## src/rtl/tcm_pkg.sv

```systemverilog
// constants for the timer channel block: register map, fields, reset values
package tcm_pkg;
  // register byte offsets (one aligned word each, data in low 8 bits)
  localparam logic [7:0] ADDR_TSC   = 8'h00; // timer_status_control
  localparam logic [7:0] ADDR_CNTH  = 8'h04; // count_high
  localparam logic [7:0] ADDR_CNTL  = 8'h08; // count_low
  localparam logic [7:0] ADDR_MODH  = 8'h0C; // modulus_high
  localparam logic [7:0] ADDR_MODL  = 8'h10; // modulus_low
  localparam logic [7:0] ADDR_DBG   = 8'h14; // debug mode control
  localparam logic [7:0] ADDR_CH0   = 8'h20; // first channel block
  localparam logic [7:0] CH_STRIDE  = 8'h10; // bytes per channel block
  localparam logic [3:0] CH_SC      = 4'h0;  // chan_status_control
  localparam logic [3:0] CH_VH      = 4'h4;  // chan_value_high
  localparam logic [3:0] CH_VL      = 4'h8;  // chan_value_low
  // timer_status_control fields
  localparam int TSC_OVF   = 7;
  localparam int TSC_OVIE  = 6;
  localparam int TSC_CAS   = 5;
  localparam int TSC_CLKHI = 4;
  localparam int TSC_CLKLO = 3;
  // chan_status_control fields
  localparam int CSC_FLAG  = 7;
  localparam int CSC_IE    = 6;
  localparam int CSC_MSB   = 5;
  localparam int CSC_MSA   = 4;
  localparam int CSC_ELB   = 3;
  localparam int CSC_ELA   = 2;
  localparam logic [7:0]  TSC_RESET = 8'h00;
  localparam logic [7:0]  CSC_RESET = 8'h00;
  localparam logic [15:0] MOD_RESET = 16'h0000;
  localparam logic [15:0] CNT_TOP   = 16'hFFFF;
  // channel modes derived from mode-select bits
  typedef enum logic [1:0]
  {
    TCM_CAPTURE = 2'b00,
    TCM_COMPARE = 2'b01,
    TCM_EDGE_ALIGNED_PWM    = 2'b10,
    TCM_CENTER_ALIGNED_PWM    = 2'b11
  } tcm_mode_t;
endpackage : tcm_pkg

```

## src/rtl/tcm_timer.sv

```systemverilog
// timer counter with per-channel capture, compare and pwm, apb register access
// Function
// - mode bits pick capture, compare or edge_aligned_pwm
// - active edge copies counter into value
// - edge bits select rising, falling, both, none
// - value bytes read-only during capture
// - reading one byte latches the other
// - capture sets flag, gated interrupt
// - capture works during debug freeze
// - compare match sets, clears or toggles pin
// - compare value buffered, loads after both bytes
// - status/control write abandons half write
// - compare match sets flag, gated interrupt
// - edge_aligned_pwm period modulus plus one
// - overflow sets, match clears, level inverts
// - zero gives 0%, above modulus 100%
// - pwm buffer loads at modulus minus one
// - center pwm counts up and down
// - up match clears, down match sets
// - zero or negative value gives 0%
// - reset clears control, channels capture, pins released
// - flags gated onto active-high interrupts
// - flag clears by read-then-write-zero
// - center_aligned_pwm sets flag at both matches
module tcm_timer
  import tcm_pkg::*;
#(
  parameter int NCH = 2 // number of channels
)
(
  input  wire logic              pclk,
  input  wire logic              presetn,
  input  wire logic              psel,
  input  wire logic              penable,
  input  wire logic              pwrite,
  input  wire logic [7:0]        paddr,
  input  wire logic [31:0]       pwdata,
  output logic      [31:0]       prdata,
  output logic                   pready,
  output logic                   pslverr,
  input  wire logic              prescale_tick,  // counting tick from prescaler
  input  wire logic [NCH-1:0]    chan_pin_in,    // pin levels, asynchronous
  output logic      [NCH-1:0]    chan_pin_out,   // pin drive level
  output logic      [NCH-1:0]    chan_pin_oe_n,  // low while the pin is driven
  output logic                   overflow_irq,
  output logic      [NCH-1:0]    chan_irq
);

  logic [7:0]  tsc;                 // timer_status_control less flag
  logic        overflow_flag;       // sticky overflow
  logic        ovf_armed;           // flag read while set
  logic [15:0] count;               // main counter
  logic        count_down;          // direction in center mode
  logic [15:0] modulus;             // terminal count, 0 means free run
  logic        debug_mode;          // background debug freeze
  logic [7:0]  csc      [NCH];      // chan_status_control less flag
  logic        chan_event_flag [NCH];
  logic        chan_armed [NCH];
  logic [15:0] cval     [NCH];      // active channel value
  logic [15:0] wbuf     [NCH];      // write buffer
  logic [1:0]  wseen    [NCH];      // bytes written: bit1 high, bit0 low
  logic        wfull    [NCH];      // both bytes in, waiting for load
  logic [7:0]  rhold    [NCH];      // other half latched on read
  logic [1:0]  rstate   [NCH];      // 01 low held, 10 high held
  logic [NCH-1:0] sync1, sync2, sync3; // pin synchroniser and history

  // bus access strobes; zero-wait slave
  logic        wr_en, rd_en;
  logic        clk_on, center, tick;
  logic        at_top, hit_mod_m1;
  logic [15:0] term;
  assign wr_en  = psel & penable & pwrite;
  assign rd_en  = psel & penable & ~pwrite;
  assign clk_on = tsc[TSC_CLKHI] | tsc[TSC_CLKLO];
  assign center = tsc[TSC_CAS];
  assign tick   = clk_on & prescale_tick & ~debug_mode; // counter frozen in debug
  assign term   = (modulus == 16'h0000) ? CNT_TOP : modulus;
  assign at_top = (count == term);
  assign hit_mod_m1 = tick & ~count_down & (count == term - 16'h0001);

  // decode channel register from the address
  function automatic logic chan_hit(input logic [7:0] a, input int n, input logic [3:0] r);
    logic [7:0] base;
    base = ADDR_CH0 + 8'(n) * CH_STRIDE;
    return a == (base + {4'h0, r});
  endfunction

  // mode bits pick channel function
  // effective channel mode; center mode overrides per-channel bits
  function automatic tcm_mode_t chan_mode(input logic [7:0] c, input logic cas);
    if (cas)
      return TCM_CENTER_ALIGNED_PWM;
    else if (c[CSC_MSB])
      return TCM_EDGE_ALIGNED_PWM;
    else if (c[CSC_MSA])
      return TCM_COMPARE;
    else
      return TCM_CAPTURE;
  endfunction

  // apb answers in the access cycle, never an error
  always_ff @(posedge pclk or negedge presetn)
  begin
    if (!presetn)
    begin
      pready  <= 1'b0;
      pslverr <= 1'b0;
    end
    else
    begin
      pready  <= psel & ~penable & ~pready;
      pslverr <= 1'b0;
    end
  end

  // timer control and overflow flag
  always_ff @(posedge pclk or negedge presetn)
  begin
    if (!presetn)
    begin
      tsc           <= TSC_RESET;
      overflow_flag <= 1'b0;
      ovf_armed     <= 1'b0;
      modulus       <= MOD_RESET;
      debug_mode    <= 1'b0;
    end
    else
    begin
      if (wr_en && pready && paddr == ADDR_TSC)
        tsc <= {1'b0, pwdata[TSC_OVIE:TSC_CLKLO], 3'b000};
      if (wr_en && pready && paddr == ADDR_MODH)
        modulus[15:8] <= pwdata[7:0];
      if (wr_en && pready && paddr == ADDR_MODL)
        modulus[7:0] <= pwdata[7:0];
      if (wr_en && pready && paddr == ADDR_DBG)
        debug_mode <= pwdata[0];
      // read while set arms the clear
      if (rd_en && pready && paddr == ADDR_TSC && overflow_flag)
        ovf_armed <= 1'b1;
      // terminal count sets overflow; set wins over clear
      if (tick && at_top && (center ? ~count_down : 1'b1))
      begin
        overflow_flag <= 1'b1;
        ovf_armed     <= 1'b0;
      end
      else if (wr_en && pready && paddr == ADDR_TSC && !pwdata[TSC_OVF] && ovf_armed)
      begin
        overflow_flag <= 1'b0;
        ovf_armed     <= 1'b0;
      end
    end
  end

  // main counter; any write to either count byte restarts it
  always_ff @(posedge pclk or negedge presetn)
  begin
    if (!presetn)
    begin
      count      <= 16'h0000;
      count_down <= 1'b0;
    end
    else if (wr_en && pready && (paddr == ADDR_CNTH || paddr == ADDR_CNTL))
    begin
      count      <= 16'h0000;
      count_down <= 1'b0;
    end
    else if (tick)
    begin
      // up to modulus then back down to zero
      if (center)
      begin
        if (!count_down && at_top)
        begin
          count_down <= 1'b1;
          count      <= count - 16'h0001;
        end
        else if (count_down && count == 16'h0000)
        begin
          count_down <= 1'b0;
          count      <= count + 16'h0001;
        end
        else if (count_down)
          count <= count - 16'h0001;
        else
          count <= count + 16'h0001;
      end
      // up count wraps after terminal, period modulus plus one
      else
      begin
        count_down <= 1'b0;
        count      <= at_top ? 16'h0000 : count + 16'h0001;
      end
    end
  end

  // two-flop synchroniser plus history stage for edges
  always_ff @(posedge pclk or negedge presetn)
  begin
    if (!presetn)
    begin
      sync1 <= '0;
      sync2 <= '0;
      sync3 <= '0;
    end
    else
    begin
      sync1 <= chan_pin_in;
      sync2 <= sync1;
      sync3 <= sync2;
    end
  end

  // per-channel logic
  for (genvar n = 0; n < NCH; n++)
  begin : g_ch
    tcm_mode_t mode;
    logic      rise, fall, cap_ev, match, cmp_ev, ev;
    logic      wr_sc, wr_vh, wr_vl, rd_vh, rd_vl, load;
    logic      elb, ela, edge_aligned_pwm_fall;
    assign mode  = chan_mode(csc[n], center);
    assign elb   = csc[n][CSC_ELB];
    assign ela   = csc[n][CSC_ELA];
    assign rise  = sync2[n] & ~sync3[n];
    assign fall  = ~sync2[n] & sync3[n];
    assign wr_sc = wr_en & pready & chan_hit(paddr, n, CH_SC);
    assign wr_vh = wr_en & pready & chan_hit(paddr, n, CH_VH);
    assign wr_vl = wr_en & pready & chan_hit(paddr, n, CH_VL);
    assign rd_vh = rd_en & pready & chan_hit(paddr, n, CH_VH);
    assign rd_vl = rd_en & pready & chan_hit(paddr, n, CH_VL);
    // rising, falling or both; 00 leaves pin alone
    // edges still captured while frozen in debug
    assign cap_ev = (mode == TCM_CAPTURE) & ((elb & fall) | (ela & rise));
    // match is judged once per counting tick
    assign match  = tick & (count == cval[n]);
    assign cmp_ev = (mode != TCM_CAPTURE) & match;
    // edge_aligned_pwm drops as the counter steps onto the value, so duty is cval counts
    assign edge_aligned_pwm_fall = tick & ((count + 16'h0001) == cval[n]);
    assign ev     = cap_ev | cmp_ev;
    // compare loads on next tick, no clock loads at once
    // pwm modes load at modulus minus one step
    assign load = wfull[n] & (~clk_on | debug_mode |
                  ((mode == TCM_COMPARE) ? tick : hit_mod_m1));

    // control, flag and value registers
    always_ff @(posedge pclk or negedge presetn)
    begin
      if (!presetn)
      begin
        // channels start in capture, pin released
        csc[n]             <= CSC_RESET;
        chan_event_flag[n] <= 1'b0;
        chan_armed[n]      <= 1'b0;
        cval[n]            <= 16'h0000;
        wbuf[n]            <= 16'h0000;
        wseen[n]           <= 2'b00;
        wfull[n]           <= 1'b0;
      end
      else
      begin
        if (wr_sc)
          csc[n] <= {1'b0, pwdata[CSC_IE:CSC_ELA], 2'b00};
        // read while set arms the clear
        if (rd_en && pready && chan_hit(paddr, n, CH_SC) && chan_event_flag[n])
          chan_armed[n] <= 1'b1;
        // every event sets flag, set wins
        if (ev)
        begin
          chan_event_flag[n] <= 1'b1;
          chan_armed[n]      <= 1'b0;
        end
        else if (wr_sc && !pwdata[CSC_FLAG] && chan_armed[n])
        begin
          chan_event_flag[n] <= 1'b0;
          chan_armed[n]      <= 1'b0;
        end
        if (wr_sc)
        begin
          wseen[n] <= 2'b00;
          wfull[n] <= 1'b0;
        end
        else if (mode != TCM_CAPTURE && debug_mode && (wr_vh || wr_vl))
        begin
          // debug writes go straight to the active value
          if (wr_vh)
            cval[n][15:8] <= pwdata[7:0];
          else
            cval[n][7:0] <= pwdata[7:0];
        end
        else if (mode != TCM_CAPTURE && (wr_vh || wr_vl))
        begin
          if (wr_vh)
            wbuf[n][15:8] <= pwdata[7:0];
          else
            wbuf[n][7:0] <= pwdata[7:0];
          if ((wseen[n] | {wr_vh, wr_vl}) == 2'b11)
          begin
            wseen[n] <= 2'b00;
            wfull[n] <= 1'b1;
          end
          else
            wseen[n] <= wseen[n] | {wr_vh, wr_vl};
        end
        else if (load)
        begin
          // completed buffer becomes the active value
          cval[n]  <= wbuf[n];
          wfull[n] <= 1'b0;
        end
        if (cap_ev)
          cval[n] <= count;
      end
    end

    // read coherency: first read latches the other half
    always_ff @(posedge pclk or negedge presetn)
    begin
      if (!presetn)
      begin
        rhold[n]  <= 8'h00;
        rstate[n] <= 2'b00;
      end
      else if (wr_sc || debug_mode)
      begin
        // control write resets; debug freezes the state, which is kept on resume
        if (wr_sc)
          rstate[n] <= 2'b00;
      end
      else if (rd_vh)
      begin
        rstate[n] <= (rstate[n] == 2'b10) ? 2'b00 : 2'b01;
        rhold[n]  <= (rstate[n] == 2'b10) ? rhold[n] : cval[n][7:0];
      end
      else if (rd_vl)
      begin
        rstate[n] <= (rstate[n] == 2'b01) ? 2'b00 : 2'b10;
        rhold[n]  <= (rstate[n] == 2'b01) ? rhold[n] : cval[n][15:8];
      end
    end

    // pin output per mode
    always_ff @(posedge pclk or negedge presetn)
    begin
      if (!presetn)
      begin
        chan_pin_out[n]  <= 1'b0;
        chan_pin_oe_n[n] <= 1'b1;
      end
      else
      begin
        chan_pin_oe_n[n] <= (mode == TCM_CAPTURE) | ~(elb | ela);
        case (mode)
          TCM_COMPARE:
            if (match)
              chan_pin_out[n] <= (elb & ela) ? 1'b1 : (elb ? 1'b0 : ~chan_pin_out[n]);
          // overflow raises, match lowers; 0 stays low
          TCM_EDGE_ALIGNED_PWM:
            if (tick && at_top)
              chan_pin_out[n] <= (cval[n] == 16'h0000) ? ela : ~ela;
            else if (edge_aligned_pwm_fall)
              chan_pin_out[n] <= ela;
          // up match clears, down match sets
          TCM_CENTER_ALIGNED_PWM:
            if (cval[n][15] || cval[n] == 16'h0000)
              chan_pin_out[n] <= ela;
            // no match above the modulus: hold the active level
            else if (cval[n] > term)
              chan_pin_out[n] <= ~ela;
            else if (match)
              chan_pin_out[n] <= count_down ? ~ela : ela;
          default:
            chan_pin_out[n] <= chan_pin_out[n];
        endcase
      end
    end

    always_ff @(posedge pclk or negedge presetn)
    begin
      if (!presetn)
        chan_irq[n] <= 1'b0;
      else
        chan_irq[n] <= chan_event_flag[n] & csc[n][CSC_IE];
    end
  end

  always_ff @(posedge pclk or negedge presetn)
  begin
    if (!presetn)
      overflow_irq <= 1'b0;
    else
      overflow_irq <= overflow_flag & tsc[TSC_OVIE];
  end

  // read mux, registered in the setup cycle answer
  always_ff @(posedge pclk or negedge presetn)
  begin
    if (!presetn)
      prdata <= 32'h0000_0000;
    else
    begin
      prdata <= 32'h0000_0000;
      case (paddr)
        ADDR_TSC:  prdata[7:0] <= tsc | {overflow_flag, 7'h00};
        ADDR_CNTH: prdata[7:0] <= count[15:8];
        ADDR_CNTL: prdata[7:0] <= count[7:0];
        ADDR_MODH: prdata[7:0] <= modulus[15:8];
        ADDR_MODL: prdata[7:0] <= modulus[7:0];
        ADDR_DBG:  prdata[0]   <= debug_mode;
        default:   prdata <= 32'h0000_0000;
      endcase
      for (int n = 0; n < NCH; n++)
      begin
        if (chan_hit(paddr, n, CH_SC))
          prdata[7:0] <= csc[n] | {chan_event_flag[n], 7'h00};
        if (chan_hit(paddr, n, CH_VH))
          prdata[7:0] <= (rstate[n] == 2'b10 && !debug_mode) ? rhold[n] : cval[n][15:8];
        if (chan_hit(paddr, n, CH_VL))
          prdata[7:0] <= (rstate[n] == 2'b01 && !debug_mode) ? rhold[n] : cval[n][7:0];
      end
    end
  end

endmodule // tcm_timer
```

## config.mk

```make
export PLATFORM = sky130hd
export DESIGN_NAME = tcm_timer
export DESIGN_NICKNAME = d
export VERILOG_FILES = /design/src/rtl/tcm_pkg.sv /design/src/rtl/tcm_timer.sv
export SDC_FILE = /design/constraint.sdc
export NUM_CORES = 1
export LEC_CHECK = 0
export ABC_AREA = 1
export BUFFER_PORTS_ARGS = -buffer_cell sky130_fd_sc_hd__buf_4
export CAP_MARGIN = 25
export CORE_MARGIN = 2
export CORE_UTILIZATION = 40
export DETAILED_ROUTE_END_ITERATION = 10
export PLACE_DENSITY_LB_ADDON = 0.08
export SYNTH_ARGS = -nofsm -noshare
export SYNTH_HDL_FRONTEND = slang
export SYNTH_SLANG_ARGS = --single-unit
```

## constraint.sdc

```tcl
create_clock -name pclk -period 3 [get_ports pclk]
set_input_delay 0.45 -clock pclk [delete_from_list [all_inputs] [get_ports pclk]]
set_output_delay 0.45 -clock pclk [all_outputs]
set_load 0.02 [all_outputs]
```

==> results.toml <==
[route]
avgViaCountPerCell = 5.383
routedWlPerCell_um = 21.29
final_antenna_net_count = 0
via_count = 12760
drc = 0
dr.pass1.iters = 5
drt-initial-drc-count = 1200
routed_wl_mm = 50.47

[synthesis]
syn_area_mm2 = 0.01256
yosysSeqAreaShare_pct = 33.08
synth.distinct_cells = 60
ys_ff_latch = 166
syn_avg_cell_area_um2 = 6.873
ys.flop_type = "dfrtp_1"
async_flop_share_pct = 100.0
yosysTopAreaCell = "dfrtp_1"
synthCells = 1828
synth-edff-count = 0
synth_area_leaders = "dfrtp_1, nand2_1, o21ai_0, inv_1, nand3_1"
yosys_warnings = 0
netlist.area_leader.share_pct = 32.67

[pwr]
power_density_mw_per_mm2 = 516.1
ir_drop_mv = 0.4135
p_leak_uw = 0.007441
fin_total_pwr_uw = 7632

[layout]
nets = 2045
multi_input_area_mm2 = 0.007287
final_common_cell = "nand2_1"
fill_cells = 3217
fin_util_pct = 48.09
fin_area_mm2 = 0.01479
drive_gt1_share_pct = 16.46
final_cell_mix = "nand2_1, inv_1, o21ai_0"
seq_area_mm2 = 0.004158
areaGrowthSynthToFinish_pct = 17.71
antennaDiodeCount = 0

[worst_hold_path]
min_path_type = "input pin to asynchronous set/reset pin"

[timing]
slew_headroom_pct = 46.88
fin_ws_ns = 0.1608
skew_ns = 0.01344
max_freq_ghz = 0.3522
post-route-period-util_pct = 94.64
hold_violations = 0
setup_viol = 0
maxSlewViolCount = 0
holdWs_ns = 0.02511
finalCriticalPeriod_ns = 2.839
worstMarginPinSlew_ns = 0.7942

[global_route]
antenna_found_initial = 0
grt_pass1_wl_mm = 77.02
grt_pass1_vias = 12310
grt_max_degree = 76
grt_overflow = 0
grt_use_total_pct = 31.64

[placed_design]
dp_hpwl_mm = 39.86
place_area_mm2 = 0.01396
place_congestion = 1.056
pre_cts_ws_ns = 0.05694
port_buffers = 39

[clock_network]
clockBufferDepth = 2
clock-root-buffer = "clkbuf_16"
cts_sinks = 166
htreeDepth = 4
cts.clk_slew.worst_paths_ns = 0.07
cts_tree = "yes"
clk_latency_ns = 0.47
cts_made_buffers = 17

[die]
core_area_mm2 = 0.03075
pin_count = 89
start_util_pct = 40.86
die_x_um = 181.2
dieArea_mm2 = 0.03284
row_count = 64
die_h_um = 181.2

[worst_setup_path]
cp_slowest_stage_delay_ns = 0.39
critPathKind = "register to register"
setup.worst_path.start = "modulus[1]"
crit_buf_inv = 3
cp-end-kind = "register"
critPathMaxFanout = 8
r2r-start = "modulus[1]"
required_ns = 3.40
path_delay_family = "simple AND/OR/NAND/NOR gates"
cp_slowest_cell = "dfrtp_1"
cp_cell_sequence = "nor2_2, nand2_1, nor2_2, nand2_4, nand2_2, inv_1, ha_4, xor2_2, nand2_1, nor2_1, nand2_1, nor2_1, nand3_1, nor2_1, nand3_1, buf_6, nand2_4, nand2_2, nand2_4, buf_8, nand3_1, nand2_1"
start_kind = "register"
cp_common_cell = "nand2_1"
crit_arrival_ns = 3.24

[job]
cap_violations = 0

[run_status]
outcome = "completed"
## area by class of cell
type	instances	share of cell area, %
Tap cell	396	3.351
Clock buffer	19	3.063
Sequential cell	166	28.12
Inverter	246	6.261
Multi-Input combinational cell	1362	49.28
Timing Repair Buffer	169	9.002
Clock inverter	13	0.9307
## cells by family (layout without fill, tap and decap cells)
kind of cell               after synthesis  in the layout  share of synthesized area (%)
xor gates and xnor gates                78             78                          5.617
muxes                                   11             11                         0.9860
other                                    1             25                        0.02985
adders and majority gates               35             35                          3.486
AOI/OAI and AO/OA                      323            323                          14.78
DFF                                    166            166                          33.08
and+or+nand+nor                        890            890                          30.91
buffers and inverters                  324            447                          11.10
## where the power goes
group          leakage, µW  internal (µW)  switching [µW]  total, µW
registers          0.00222           2330             213       2550
logic              0.00494            968            1830       2800
clock network     0.000284           1220            1070       2280
## Yosys cell counts (9+ instances only)
master,count
o21ai_0,179
dfrtp_1,164
ha_1,35
buf_4,27
nand4_1,22
xnor2_1,17
inv_2,17
nand2_1,461
buf_2,12
o22ai_1,18
nand2_2,18
o21ai_1,20
nor2_2,10
mux2_2,11
o211ai_1,25
xor2_1,58
nor2_1,166
clkbuf_1,29
inv_1,218
nor3_1,23
nor4_1,10
nand3_1,149
clkinv_1,9
a21oi_1,42
## state kept, by name, indices dropped and copies added, names as in the netlist, 4 cells and up
signal   count
cval        32
wbuf        32
count       16
modulus     16
rhold       16
csc         10
prdata       8
rstate       4
tsc          4
wseen        4
## per-layer routing
metal	part of all wire, %	wire, µm	global-route usage [%]
met1	45	22840	44.86
met2	43	21920	47.57
met4	3.6	1816	11.84
met5	0	0	0
met3	7.7	3893	6.289
## repair_timing
action / 4_1_cts / 5_1_grt
setup endpoints to repair: 0 / 42
buffers inserted: 0 / 1
gates resized for setup: 0 / 54
hold buffers: 0 / 0
## final timing paths
| check | to | slack (ns) | cells past startpoint |
|---|---|---|---|
| hold / removal | chan_pin_out[1] | 0.03 | 1 |
| min in group pclk | sync1[0] | 0.09 | 1 |
| hold reg to reg | sync2[0] | 0.35 | 0 |
| max in group asynchronous | wbuf[16] | 2.16 | 2 |
| setup / recovery | cval[11] | 0.16 | 22 |
| setup reg to reg | cval[11] | 0.16 | 22 |
## stage by stage
step           TNS [ns]  std cells
6_report              0       2371
5_1_grt         -0.2950       2371
4_1_cts               0       2369
3_5_place_dp          0       2337
3_3_place_gp          0       2337
2_1_floorplan         0       1852
Power figures use the tool's default switching activity.
